==> config.mk <==
export PLATFORM = sky130hd
export DESIGN_NAME = ctts_timers
export DESIGN_NICKNAME = d
export VERILOG_FILES = /design/src/common/ctts_pkg.sv /design/src/common/ctts_cnt_if.sv /design/src/logic/ctts_dcnt.sv /design/src/logic/ctts_timers.sv
export SDC_FILE = /design/constraint.sdc
export NUM_CORES = 1
export LEC_CHECK = 0
export ABC_CLOCK_PERIOD_IN_PS = 4450
export BUFFER_PORTS_ARGS = -buffer_cell sky130_fd_sc_hd__buf_4
export CORE_AREA = 2 2 129 131
export DETAILED_ROUTE_END_ITERATION = 16
export DIE_AREA = 0 0 131 133
export SLEW_MARGIN = 25
export SYNTH_ARGS = -nofsm -noshare
export SYNTH_HDL_FRONTEND = slang
export SYNTH_SLANG_ARGS = --single-unit
==> constraint.sdc <==
create_clock -name mclk -period 4.45 [get_ports mclk]
set_clock_uncertainty 0.2 [all_clocks]
set_input_delay 0.89 -clock mclk [delete_from_list [all_inputs] [get_ports mclk]]
set_output_delay 0.89 -clock mclk [all_outputs]
set_load 0.05 [all_outputs]
==> src/common/ctts_pkg.sv <==
/*
  Constants shared by the cascaded timer block: widths, reset values,
  count-source encodings and the fixed ratios.
  Assumes nothing beyond a SystemVerilog compiler.
*/
package ctts_pkg;
  localparam int PSC_W = 8;
  localparam int TMR_W = 8;
  localparam int T5_W = 16;
  localparam int WDT_W = 16;
  localparam int PIN_N = 6;
  localparam int IRQ_N = 5;
  // Fixed dividers
  localparam int T5_BASE_RATIO = 8192;
  localparam int WDT_RATIO = 65534;
  // Synchroniser pin indices
  localparam int PIN_MAIN_OSC = 0;
  localparam int PIN_SUB_OSC = 1;
  localparam int PIN_CNT0 = 2;
  localparam int PIN_CNT1 = 3;
  localparam int PIN_IRQ0 = 4;
  localparam int PIN_IRQ1 = 5;
  // Timer 1 count sources
  localparam logic [1:0] T1_SRC_INSTR = 2'h0;
  localparam logic [1:0] T1_SRC_PSC = 2'h1;
  localparam logic [1:0] T1_SRC_T5 = 2'h2;
  localparam logic [1:0] T1_SRC_PIN = 2'h3;
  // Timer 2 count sources
  localparam logic [1:0] T2_SRC_SYS = 2'h0;
  localparam logic [1:0] T2_SRC_PSC = 2'h1;
  localparam logic [1:0] T2_SRC_T1 = 2'h2;
  localparam logic [1:0] T2_SRC_PWM = 2'h3;
  // Timer 3 count sources
  localparam logic [1:0] T3_SRC_PWM = 2'h0;
  localparam logic [1:0] T3_SRC_PSC = 2'h1;
  localparam logic [1:0] T3_SRC_T2 = 2'h2;
  localparam logic [1:0] T3_SRC_PIN = 2'h3;
  // Timer 4 count sources
  localparam logic T4_SRC_OSC = 1'h0;
  localparam logic T4_SRC_PSC = 1'h1;
  // Reset values
  localparam logic [TMR_W-1:0] TMR_RST = 8'h00;
  localparam logic [T5_W-1:0] T5_RST = 16'h0000;
  localparam logic [IRQ_N-1:0] IRQ_RST = 5'h00;
endpackage

==> src/common/ctts_cnt_if.sv <==
/*
  Control and status bundle between the timer top and one down counter.
  Assumes a single clock shared by both ends.
*/
`timescale 1ns/10ps
`default_nettype none
interface ctts_cnt_if #(parameter int W = 8);
  logic run;
  logic load;
  logic tick;
  logic [W-1:0] reload;
  logic [W-1:0] value;
  logic underflow;
  modport ctl (output run, output load, output tick, output reload, input value, input underflow);
  modport cnt (input run, input load, input tick, input reload, output value, output underflow);
endinterface
`default_nettype wire

==> src/logic/ctts_dcnt.sv <==
/*
  Auto-reload binary down counter: divides its tick by reload+1.
  Assumes tick is a one-cycle enable on mclk and load is pulsed on start.
*/
`timescale 1ns/10ps
`default_nettype none
module ctts_dcnt
  import ctts_pkg::*;
#(
  parameter int W = 8
) (
  input wire logic mclk,
  input wire logic rst_n,
  ctts_cnt_if.cnt bus
);
  if (W < 2) begin : g_chk
    $error("ctts_dcnt width too small");
  end

  logic [W-1:0] value_ff;
  logic [W-1:0] nxt_value;
  logic uf_ff;
  wire hit = bus.run & bus.tick & ~bus.load;
  wire at_zero = (value_ff == '0);
  wire nxt_uf = hit & at_zero;

  // Reload on underflow and keep counting; stop retains state
  assign nxt_value = bus.load ? bus.reload : (hit ? (at_zero ? bus.reload : value_ff - 1'b1) : value_ff); // see RQ10

  always_ff @(posedge mclk) begin
    if (!rst_n) begin
      value_ff <= '0;
      uf_ff <= 1'b0;
    end else begin
      value_ff <= nxt_value;
      uf_ff <= nxt_uf;
    end
  end

  assign bus.value = value_ff;
  assign bus.underflow = uf_ff;

  ////////////////////////////////////////////////////////////////////////
  a_reload_on_uf: assert property (@(posedge mclk) disable iff (!rst_n) // see RQ10
    hit && at_zero |=> bus.underflow && (bus.value == $past(bus.reload)))
    else $error("counter did not reload on underflow");
  a_hold_when_stopped: assert property (@(posedge mclk) disable iff (!rst_n) // see RQ1
    !bus.run && !bus.load |=> $stable(bus.value) && !bus.underflow)
    else $error("stopped counter moved");
  a_uf_from_zero: assert property (@(posedge mclk) disable iff (!rst_n) // see RQ3
    bus.underflow |-> $past(bus.value) == '0 && $past(bus.tick))
    else $error("underflow without zero count");
endmodule // ctts_dcnt
`default_nettype wire

==> src/logic/ctts_timers.sv <==
/*
  Cascaded timer block: prescaler, timers 1 to 4, fixed divider 5, watchdog.
  Assumes instruction and system clock enables come from mclk logic;
  oscillator and pin inputs are asynchronous.
*/
// How it works
// RQ1 - Eight-bit prescaler divides instruction clock 1..256
// RQ2 - Prescaler pulse feeds timers 1-4
// RQ3 - Timer 1 divides 1..256, irq0-linked, interrupts
// RQ4 - Timer 1 underflow feeds timer 2, pin 0
// RQ5 - Timer 2 four sources, feeds timer 3, interrupts
// RQ6 - Timer 3 four sources, irq1-linked, interrupts
// RQ7 - Timer 4 oscillator/prescaler, PWM, pin 1, interrupts
// RQ8 - Timer 5 subclock divider 8192..65536, interrupts
// RQ9 - Watchdog 65534 flags, resets on second pass
// RQ10 - Underflow sets flag, reloads, keeps counting
// RQ11 - Timer 1 sources: instr, prescaler, timer5, pin
// RQ12 - Async inputs synchronised, edge-detected before counting
// RQ13 - Interrupt flags sticky; new underflow beats clear
`timescale 1ns/10ps
`default_nettype none
module ctts_timers
  import ctts_pkg::*;
#(
  parameter int WDT_COUNT = WDT_RATIO,
  parameter int T5_BASE = T5_BASE_RATIO
) (
  input wire logic mclk,
  input wire logic rst_n,
  input wire logic instruction_cycle_clock,
  input wire logic system_base_clock,
  input wire logic main_osc_input,
  input wire logic sub_osc_input,
  input wire logic ext_irq_pin_0,
  input wire logic ext_irq_pin_1,
  input wire logic counter_pin_0_in,
  input wire logic counter_pin_1_in,
  input wire logic psc_run,
  input wire logic [PSC_W-1:0] psc_reload,
  input wire logic t1_run,
  input wire logic [1:0] t1_src,
  input wire logic t1_link,
  input wire logic [TMR_W-1:0] t1_reload,
  input wire logic t2_run,
  input wire logic [1:0] t2_src,
  input wire logic [TMR_W-1:0] t2_reload,
  input wire logic t3_run,
  input wire logic [1:0] t3_src,
  input wire logic t3_link,
  input wire logic [TMR_W-1:0] t3_reload,
  input wire logic t4_run,
  input wire logic t4_src,
  input wire logic [TMR_W-1:0] t4_reload,
  input wire logic t5_run,
  input wire logic [1:0] t5_ratio,
  input wire logic cnt0_out_sel,
  input wire logic cnt0_out_en,
  input wire logic cnt1_out_en,
  input wire logic wdt_restart,
  input wire logic [IRQ_N-1:0] irq_clr,
  output logic prescaler_out_pulse,
  output logic timer1_underflow,
  output logic timer2_underflow,
  output logic timer5_underflow,
  output logic pulse_width_output,
  output logic [IRQ_N-1:0] timer_irq_flags,
  output logic watchdog_flag,
  output logic system_reset_req,
  output logic counter_pin_0_out,
  output logic counter_pin_0_oe,
  output logic counter_pin_1_out,
  output logic counter_pin_1_oe
);
  if (WDT_COUNT < 2 || WDT_COUNT > 65536 || T5_BASE < 2 || T5_BASE > 8192) begin : g_chk
    $error("ctts_timers count parameter out of range");
  end

  localparam logic [WDT_W-1:0] WDT_TOP = WDT_W'(WDT_COUNT - 1);

  function automatic logic [T5_W-1:0] t5_top(input logic [1:0] ratio);
    logic [T5_W:0] full;
    full = (T5_W+1)'(T5_BASE) << ratio;
    return T5_W'(full - 1'b1);
  endfunction

  function automatic logic rise(input logic now, input logic was);
    return now & ~was;
  endfunction

  ////////////////////////////////////////////////////////////////////////
  // Three-stage synchronisers; glitch filter only trusts stages two and three
  logic [PIN_N-1:0] s1_ff, s2_ff, s3_ff, filt_ff, filt_d_ff;
  logic [PIN_N-1:0] nxt_filt;
  wire [PIN_N-1:0] pins = {ext_irq_pin_1, ext_irq_pin_0, counter_pin_1_in, counter_pin_0_in,
                           sub_osc_input, main_osc_input};
  assign nxt_filt = (s2_ff ~^ s3_ff) & s3_ff | (s2_ff ^ s3_ff) & filt_ff; // see RQ12
  wire [PIN_N-1:0] pin_edge = filt_ff & ~filt_d_ff; // see RQ12

  always_ff @(posedge mclk) begin
    if (!rst_n) begin
      s1_ff <= '0;
      s2_ff <= '0;
      s3_ff <= '0;
      filt_ff <= '0;
      filt_d_ff <= '0;
    end else begin
      s1_ff <= pins;
      s2_ff <= s1_ff;
      s3_ff <= s2_ff;
      filt_ff <= nxt_filt;
      filt_d_ff <= filt_ff;
    end
  end

  ////////////////////////////////////////////////////////////////////////
  // Counter bundles
  ctts_cnt_if #(.W(PSC_W)) psc_if ();
  ctts_cnt_if #(.W(TMR_W)) t1_if ();
  ctts_cnt_if #(.W(TMR_W)) t2_if ();
  ctts_cnt_if #(.W(TMR_W)) t3_if ();
  ctts_cnt_if #(.W(TMR_W)) t4_if ();
  ctts_cnt_if #(.W(T5_W)) t5_if ();

  logic [5:0] run_d_ff;
  logic t1_go_ff, t3_go_ff, psc_half_ff, pwm_ff, pwm_d_ff;
  wire [5:0] run_now = {t5_run, t4_run, t3_run, t2_run, t1_run, psc_run};
  wire [5:0] start = run_now & ~run_d_ff;
  wire psc_uf = psc_if.underflow;
  wire pwm_edge = rise(pwm_ff, pwm_d_ff);

  // Source selectors
  wire t1_sel_tick = (t1_src == T1_SRC_INSTR) ? instruction_cycle_clock : // see RQ11
                     (t1_src == T1_SRC_PSC) ? psc_uf :
                     (t1_src == T1_SRC_T5) ? t5_if.underflow : pin_edge[PIN_CNT0];
  wire t2_sel_tick = (t2_src == T2_SRC_SYS) ? system_base_clock : // see RQ5
                     (t2_src == T2_SRC_PSC) ? psc_uf :
                     (t2_src == T2_SRC_T1) ? t1_if.underflow : pwm_edge;
  wire t3_sel_tick = (t3_src == T3_SRC_PWM) ? pwm_edge : // see RQ6
                     (t3_src == T3_SRC_PSC) ? psc_uf :
                     (t3_src == T3_SRC_T2) ? t2_if.underflow : pin_edge[PIN_CNT1];
  // Prescaler reaches timer 4 halved
  wire t4_sel_tick = (t4_src == T4_SRC_OSC) ? pin_edge[PIN_MAIN_OSC] : (psc_uf & psc_half_ff); // see RQ7
  // Linked timers wait for the external interrupt edge before counting
  wire t1_gate = ~t1_link | t1_go_ff; // see RQ3
  wire t3_gate = ~t3_link | t3_go_ff; // see RQ6

  assign psc_if.run = psc_run;
  assign psc_if.load = start[0];
  assign psc_if.tick = instruction_cycle_clock; // see RQ1
  assign psc_if.reload = psc_reload;
  assign t1_if.run = t1_run;
  assign t1_if.load = start[1];
  assign t1_if.tick = t1_sel_tick & t1_gate;
  assign t1_if.reload = t1_reload;
  assign t2_if.run = t2_run;
  assign t2_if.load = start[2];
  assign t2_if.tick = t2_sel_tick;
  assign t2_if.reload = t2_reload;
  assign t3_if.run = t3_run;
  assign t3_if.load = start[3];
  assign t3_if.tick = t3_sel_tick & t3_gate;
  assign t3_if.reload = t3_reload;
  assign t4_if.run = t4_run;
  assign t4_if.load = start[4];
  assign t4_if.tick = t4_sel_tick;
  assign t4_if.reload = t4_reload;
  assign t5_if.run = t5_run;
  assign t5_if.load = start[5];
  assign t5_if.tick = pin_edge[PIN_SUB_OSC]; // see RQ8
  assign t5_if.reload = t5_top(t5_ratio); // see RQ8

  ctts_dcnt #(.W(PSC_W)) u_psc (.mclk(mclk), .rst_n(rst_n), .bus(psc_if));
  ctts_dcnt #(.W(TMR_W)) u_t1 (.mclk(mclk), .rst_n(rst_n), .bus(t1_if));
  ctts_dcnt #(.W(TMR_W)) u_t2 (.mclk(mclk), .rst_n(rst_n), .bus(t2_if));
  ctts_dcnt #(.W(TMR_W)) u_t3 (.mclk(mclk), .rst_n(rst_n), .bus(t3_if));
  ctts_dcnt #(.W(TMR_W)) u_t4 (.mclk(mclk), .rst_n(rst_n), .bus(t4_if));
  ctts_dcnt #(.W(T5_W)) u_t5 (.mclk(mclk), .rst_n(rst_n), .bus(t5_if));

  assign prescaler_out_pulse = psc_if.underflow; // see RQ2
  assign timer1_underflow = t1_if.underflow; // see RQ4
  assign timer2_underflow = t2_if.underflow;
  assign timer5_underflow = t5_if.underflow;
  assign pulse_width_output = pwm_ff;

  ////////////////////////////////////////////////////////////////////////
  // Link gates, PWM, pin outputs and interrupt flags
  logic [IRQ_N-1:0] irq_ff;
  logic cnt0_tgl_ff, cnt0_oe_ff, cnt1_out_ff, cnt1_oe_ff;
  wire [IRQ_N-1:0] uf_vec = {t5_if.underflow, t4_if.underflow, t3_if.underflow,
                             t2_if.underflow, t1_if.underflow};
  // Set beats a simultaneous clear so no underflow is lost
  wire [IRQ_N-1:0] nxt_irq = (irq_ff & ~irq_clr) | uf_vec; // see RQ13
  wire nxt_t1_go = t1_run & (t1_go_ff | pin_edge[PIN_IRQ0]); // see RQ3
  wire nxt_t3_go = t3_run & (t3_go_ff | pin_edge[PIN_IRQ1]); // see RQ6
  wire nxt_pwm = t4_run & (pwm_ff ^ t4_if.underflow); // see RQ7
  wire cnt0_uf = cnt0_out_sel ? t2_if.underflow : t1_if.underflow;
  wire nxt_cnt0_tgl = cnt0_tgl_ff ^ cnt0_uf; // see RQ4

  always_ff @(posedge mclk) begin
    if (!rst_n) begin
      run_d_ff <= '0;
      t1_go_ff <= 1'b0;
      t3_go_ff <= 1'b0;
      psc_half_ff <= 1'b0;
      pwm_ff <= 1'b0;
      pwm_d_ff <= 1'b0;
      irq_ff <= IRQ_RST;
      cnt0_tgl_ff <= 1'b0;
      cnt0_oe_ff <= 1'b0;
      cnt1_out_ff <= 1'b0;
      cnt1_oe_ff <= 1'b0;
    end else begin
      run_d_ff <= run_now;
      t1_go_ff <= nxt_t1_go;
      t3_go_ff <= nxt_t3_go;
      psc_half_ff <= psc_half_ff ^ psc_uf;
      pwm_ff <= nxt_pwm;
      pwm_d_ff <= pwm_ff;
      irq_ff <= nxt_irq; // see RQ10
      cnt0_tgl_ff <= nxt_cnt0_tgl;
      cnt0_oe_ff <= cnt0_out_en & (t1_src != T1_SRC_PIN);
      cnt1_out_ff <= nxt_pwm; // see RQ7
      cnt1_oe_ff <= cnt1_out_en & (t3_src != T3_SRC_PIN);
    end
  end

  assign timer_irq_flags = irq_ff;
  assign counter_pin_0_out = cnt0_tgl_ff;
  assign counter_pin_0_oe = cnt0_oe_ff;
  assign counter_pin_1_out = cnt1_out_ff;
  assign counter_pin_1_oe = cnt1_oe_ff;

  ////////////////////////////////////////////////////////////////////////
  // Watchdog: free running; a second wrap with the flag still up resets
  logic [WDT_W-1:0] wdt_ff;
  logic wdf_ff, rst_req_ff;
  wire wdt_wrap = instruction_cycle_clock & (wdt_ff == '0);
  wire [WDT_W-1:0] nxt_wdt = ~instruction_cycle_clock ? wdt_ff : (wdt_wrap ? WDT_TOP : wdt_ff - 1'b1); // see RQ9
  wire nxt_wdf = (wdf_ff & ~wdt_restart) | wdt_wrap; // see RQ9
  wire nxt_rst_req = wdt_wrap & wdf_ff & ~wdt_restart; // see RQ9

  always_ff @(posedge mclk) begin
    if (!rst_n) begin
      wdt_ff <= WDT_TOP;
      wdf_ff <= 1'b0;
      rst_req_ff <= 1'b0;
    end else begin
      wdt_ff <= nxt_wdt;
      wdf_ff <= nxt_wdf;
      rst_req_ff <= nxt_rst_req;
    end
  end

  assign watchdog_flag = wdf_ff;
  assign system_reset_req = rst_req_ff;

  ////////////////////////////////////////////////////////////////////////
  a_irq_set_wins: assert property (@(posedge mclk) disable iff (!rst_n) // see RQ13
    uf_vec[0] |=> timer_irq_flags[0])
    else $error("timer 1 flag lost on clear");
  a_irq_sticky: assert property (@(posedge mclk) disable iff (!rst_n) // see RQ13
    timer_irq_flags[2] && !irq_clr[2] |=> timer_irq_flags[2])
    else $error("timer 3 flag dropped without clear");
  a_wdt_second_pass: assert property (@(posedge mclk) disable iff (!rst_n) // see RQ9
    wdt_wrap && watchdog_flag && !wdt_restart |=> system_reset_req && watchdog_flag)
    else $error("watchdog did not reset on second pass");
  a_wdt_no_early: assert property (@(posedge mclk) disable iff (!rst_n) // see RQ9
    system_reset_req |-> $past(wdt_ff) == '0 && $past(watchdog_flag))
    else $error("spurious watchdog reset");
  a_t1_link_wait: assert property (@(posedge mclk) disable iff (!rst_n) // see RQ3
    t1_run && t1_link && !t1_go_ff && !start[1] |=> $stable(t1_if.value))
    else $error("linked timer 1 counted before irq edge");
  a_pin_edge_sync: assert property (@(posedge mclk) disable iff (!rst_n) // see RQ12
    pin_edge[PIN_CNT0] |-> $past(s3_ff[PIN_CNT0]) && $past(s2_ff[PIN_CNT0]))
    else $error("pin edge without agreed stages");
  a_cnt0_toggle: assert property (@(posedge mclk) disable iff (!rst_n) // see RQ4
    !cnt0_out_sel && t1_if.underflow |=> counter_pin_0_out != $past(counter_pin_0_out))
    else $error("pin 0 did not toggle on timer 1 underflow");
  a_pwm_toggle: assert property (@(posedge mclk) disable iff (!rst_n) // see RQ7
    t4_run && t4_if.underflow |=> pulse_width_output != $past(pulse_width_output))
    else $error("pwm did not toggle on timer 4 underflow");
endmodule // ctts_timers
`default_nettype wire

==> impl_metrics.py <==
metrics = {
    "run_status": {
        "outcome": "finished, final reports clean",
    },
    "cells_and_area": {
        "drive_above_1_share_pct": 18.2,
        "finalNonFillerCells": 1060,
        "design_area_um2": 7730,
        "diodes": 0,
        "fill_cells": 1570,
        "syn_to_final_growth_pct": 22.8,
        "final_nets": 924,
    },
    "critical_path": {
        "crit_type": "reg2reg",
        "critPathMaxStageDelay_ps": 660,
        "cp_top_family": "compound AO/OA/AOI/OAI gates",
        "cp-end-kind": "flip-flop",
        "endpoint": "u_t3.bus.value[3]",
        "cp.required_ps": 4600,
        "crit_arrival_ps": 2690,
        "path_buf_inv": 1,
        "cp.depth": 7,
        "rrSetupSlack_ps": 1910,
        "reg2reg_from": "u_t3.bus.value[0]",
        "crit_fanout": 13,
        "reg2reg_depth": 7,
        "worstPathCellList": "inv_1 -> ha_1 -> or3b_2 -> o21ai_1 -> nand2_1 -> a21o_1 -> a21oi_1",
        "crit_start": "u_t3.bus.value[0]",
        "start_kind": "flip-flop",
        "r2r_end": "u_t3.bus.value[3]",
        "cp_slowest_cell": "o21ai_1",
    },
    "sta": {
        "setup_tns_ps": 0,
        "period_needed_ps": 2540,
        "finalSetupViolCount": 0,
        "slew_viol_final": 0,
        "hold_violations": 0,
        "period_share_pct": 57.1,
        "tightest_slew_ps": 951,
        "rsz0062_at_grt": "false",
        "max_freq_ghz": 0.393,
        "hold_ws_ps": 232,
        "slew-limit-headroom_pct": 36.0,
    },
    "place": {
        "dpl_cell_area_um2": 7130,
        "port_buffers": 91,
        "dp.cells": 1028,
        "dp_hpwl_um": 10300,
        "gp_congestion": 0.882,
    },
    "yosys": {
        "netlist-cell-type-count": 79,
        "syn_area_um2": 6300,
        "syn_inst": 742,
        "yosys_most_used_dff": "dfxtp_1",
        "syn_nets": 839,
        "yosys_register_bits": 129,
        "synth-edff-count": 0,
        "synth-seq-area-share_pct": 41.0,
        "yosysWarnings": 0,
        "synthArstFlopShare_pct": 0,
        "avgSynthCellArea_um2": 8.49,
    },
    "drt": {
        "wl_per_cell_um": 13.8,
        "vias": 5494,
        "first_pass_iters": 4,
        "drc": 0,
        "vias_per_cell": 5.18,
        "wirelength_um": 14700,
        "drtIter0Drc": 284,
        "ant_nets": 0,
    },
    "min_path": {
        "hold_class": "reg2reg",
        "hold_start": "s1_ff[2]",
        "whs_path_depth": 1,
    },
    "grt": {
        "grt_max_degree": 59,
        "grt-ovfl-total": 0,
        "track_usage_pct": 17.8,
        "grt_pass1_vias": 5090,
        "grt_pass1_wl_um": 24600,
        "antenna_found_initial": 0,
    },
    "clock_tree": {
        "cts_resized": 0,
        "clock_latency_ps": 420,
        "clockBufferDepth": 2,
        "cts.clk_slew.worst_paths_ps": 60,
        "cts_setup_buffers": 0,
        "root_buffer": "clkbuf_16",
        "numCtsBuffers": 17,
        "h-tree-depth": 4,
        "clock_sinks": 129,
        "cts_hold_buf": 0,
        "cts_tree": "built",
    },
    "floorplanning": {
        "core_area_um2": 16200,
        "rows": 47,
        "die_height_um": 133,
        "die_x_um": 131,
        "die-area_um2": 17400,
        "start_util_pct": 38.9,
        "io_pins": 92,
    },
    "power_and_ir_drop": {
        "p_sw_share_pct": 29.0,
        "p_clk_share_pct": 41.1,
        "ir_drop_v": 0.000278,
        "p_total_mw": 3.38,
        "power.leakage_nw": 3.07,
        "p_int_mw": 2.40,
        "seqPwrFrac_pct": 38.9,
        "p_switching_uw": 981,
        "power_per_cell_area_nw_per_um2": 437,
        "comb_power_share_pct": 20.0,
    },
    "run": {
        "drv_cap": 0,
    },
}
synthesized netlist by cell type, drive strengths merged (3+ instances only):
library cell | number | area share (%)
a21o | 7 | 0.83
nor3b | 11 | 1.3
a21boi | 3 | 0.36
o22ai | 5 | 0.50
o211ai | 9 | 1.1
a311oi | 4 | 0.56
nor2 | 61 | 3.6
buf | 12 | 1.4
o31ai | 3 | 0.58
a221oi | 3 | 0.42
and2 | 41 | 4.1
or3 | 5 | 0.58
a21oi | 73 | 5.9
dfxtp | 129 | 41
o32ai | 3 | 0.42
mux2 | 3 | 0.54
clkbuf | 15 | 0.89
a211oi | 8 | 1.0
nand2b | 9 | 0.89
nand3 | 17 | 1.4
nand4 | 9 | 0.99
nor2b | 6 | 0.60
nor3 | 25 | 2.2
nor4 | 20 | 2.1
inv | 34 | 2.0
or4 | 9 | 1.3
nand3b | 7 | 0.83
a211o | 3 | 0.42
o21a | 5 | 0.60
xnor2 | 13 | 1.8
xor2 | 10 | 1.4
and4 | 3 | 0.42
a32oi | 3 | 0.42
o21ai | 42 | 3.4
or3b | 3 | 0.42
a31oi | 11 | 1.1
nand2 | 66 | 3.9
and3 | 4 | 0.40
ha | 21 | 4.2
routing by layer:
metal / wire (um) / GRT usage [%] / vias to the layer above / share of wire [%]
met3: 760 / 5.18 / 16 / 5.2
met1: 7220 / 24.4 / 2510 / 49
li1: - / - / 2849 / -
met2: 6510 / 26.8 / 119 / 44
met4: 193 / 5.97 / 0 / 1.3
met5: 0 / 0 / - / 0
layout make-up:
type	instances	area, um^2	area share, %
clock buffers	21	470	6.08
inverters	35	131	1.70
well taps	220	275	3.56
repair buffers	93	698	9.03
clock inverters	11	130	1.68
flip-flops and latches	129	2580	33.4
multi-input cells	551	3450	44.6
cells by family after synthesis:
logic type               after synthesis  share of synthesized area (%)
multiplexers                           6                           1.21
buffers and inverters                 62                           4.39
adder cells (fa/ha/maj)               21                           4.17
AND/OR/NAND/NOR                      304                           26.2
flip-flops                           129                           41.0
XOR/XNOR                              23                           3.20
AO/OA/AOI/OAI                        197                           19.8
power by group through the flow:
stage	Combinational [mW]	Sequential, mW	Clock [mW]
2_1_floorplan	0.520	1.32	0
3_3_place_gp	0.674	1.34	0
3_5_place_dp	0.673	1.34	0
4_1_cts	0.677	1.31	1.43
5_1_grt	0.762	1.33	1.49
6_report	0.678	1.32	1.39
flip-flops by register name (all words and copies together), names as in the netlist, 5 cells and up:
name and cells:
filt_d_ff 6, filt_ff 6, run_d_ff 6, s1_ff 6, s2_ff 6, s3_ff 6
timer_irq_flags 5, u_psc.bus.value 8, u_t1.bus.value 8, u_t2.bus.value 8, u_t3.bus.value 8, u_t4.bus.value 8
u_t5.bus.value 16, wdt_ff 16
placed cells by master (no fill, tap or decap), types with 8 or more instances in the layout:
cell,count
nor4_1,19
nand3_1,17
o21ai_0,35
o211ai_1,9
a21oi_1,72
nand2b_1,9
xnor2_1,13
nor3_1,23
nand4_1,8
a31oi_1,10
dfxtp_1,129
inv_1,34
and2_1,40
nor2_1,61
nand2_1,66
ha_1,21
xor2_1,10
nor3b_1,11
clkbuf_16,17
buf_4,93
through the flow:
step	worst slack, ps	utilization, %
after floorplan	1990	-
after global routing	1740	47.8
after CTS	1890	47.8
after detailed placement	1620	44.1
after global placement	1650	44.1
final	1910	47.8
how the worst min path moves through the flow:
stage / slack [ps] / to
global placement: 210 / s2_ff[1]
finish: 230 / s2_ff[2]
CTS: 230 / s2_ff[2]
floorplan: 210 / s2_ff[0]
detailed placement: 220 / s2_ff[2]
global route: 240 / s2_ff[2]
Power figures use the tool's default switching activity.
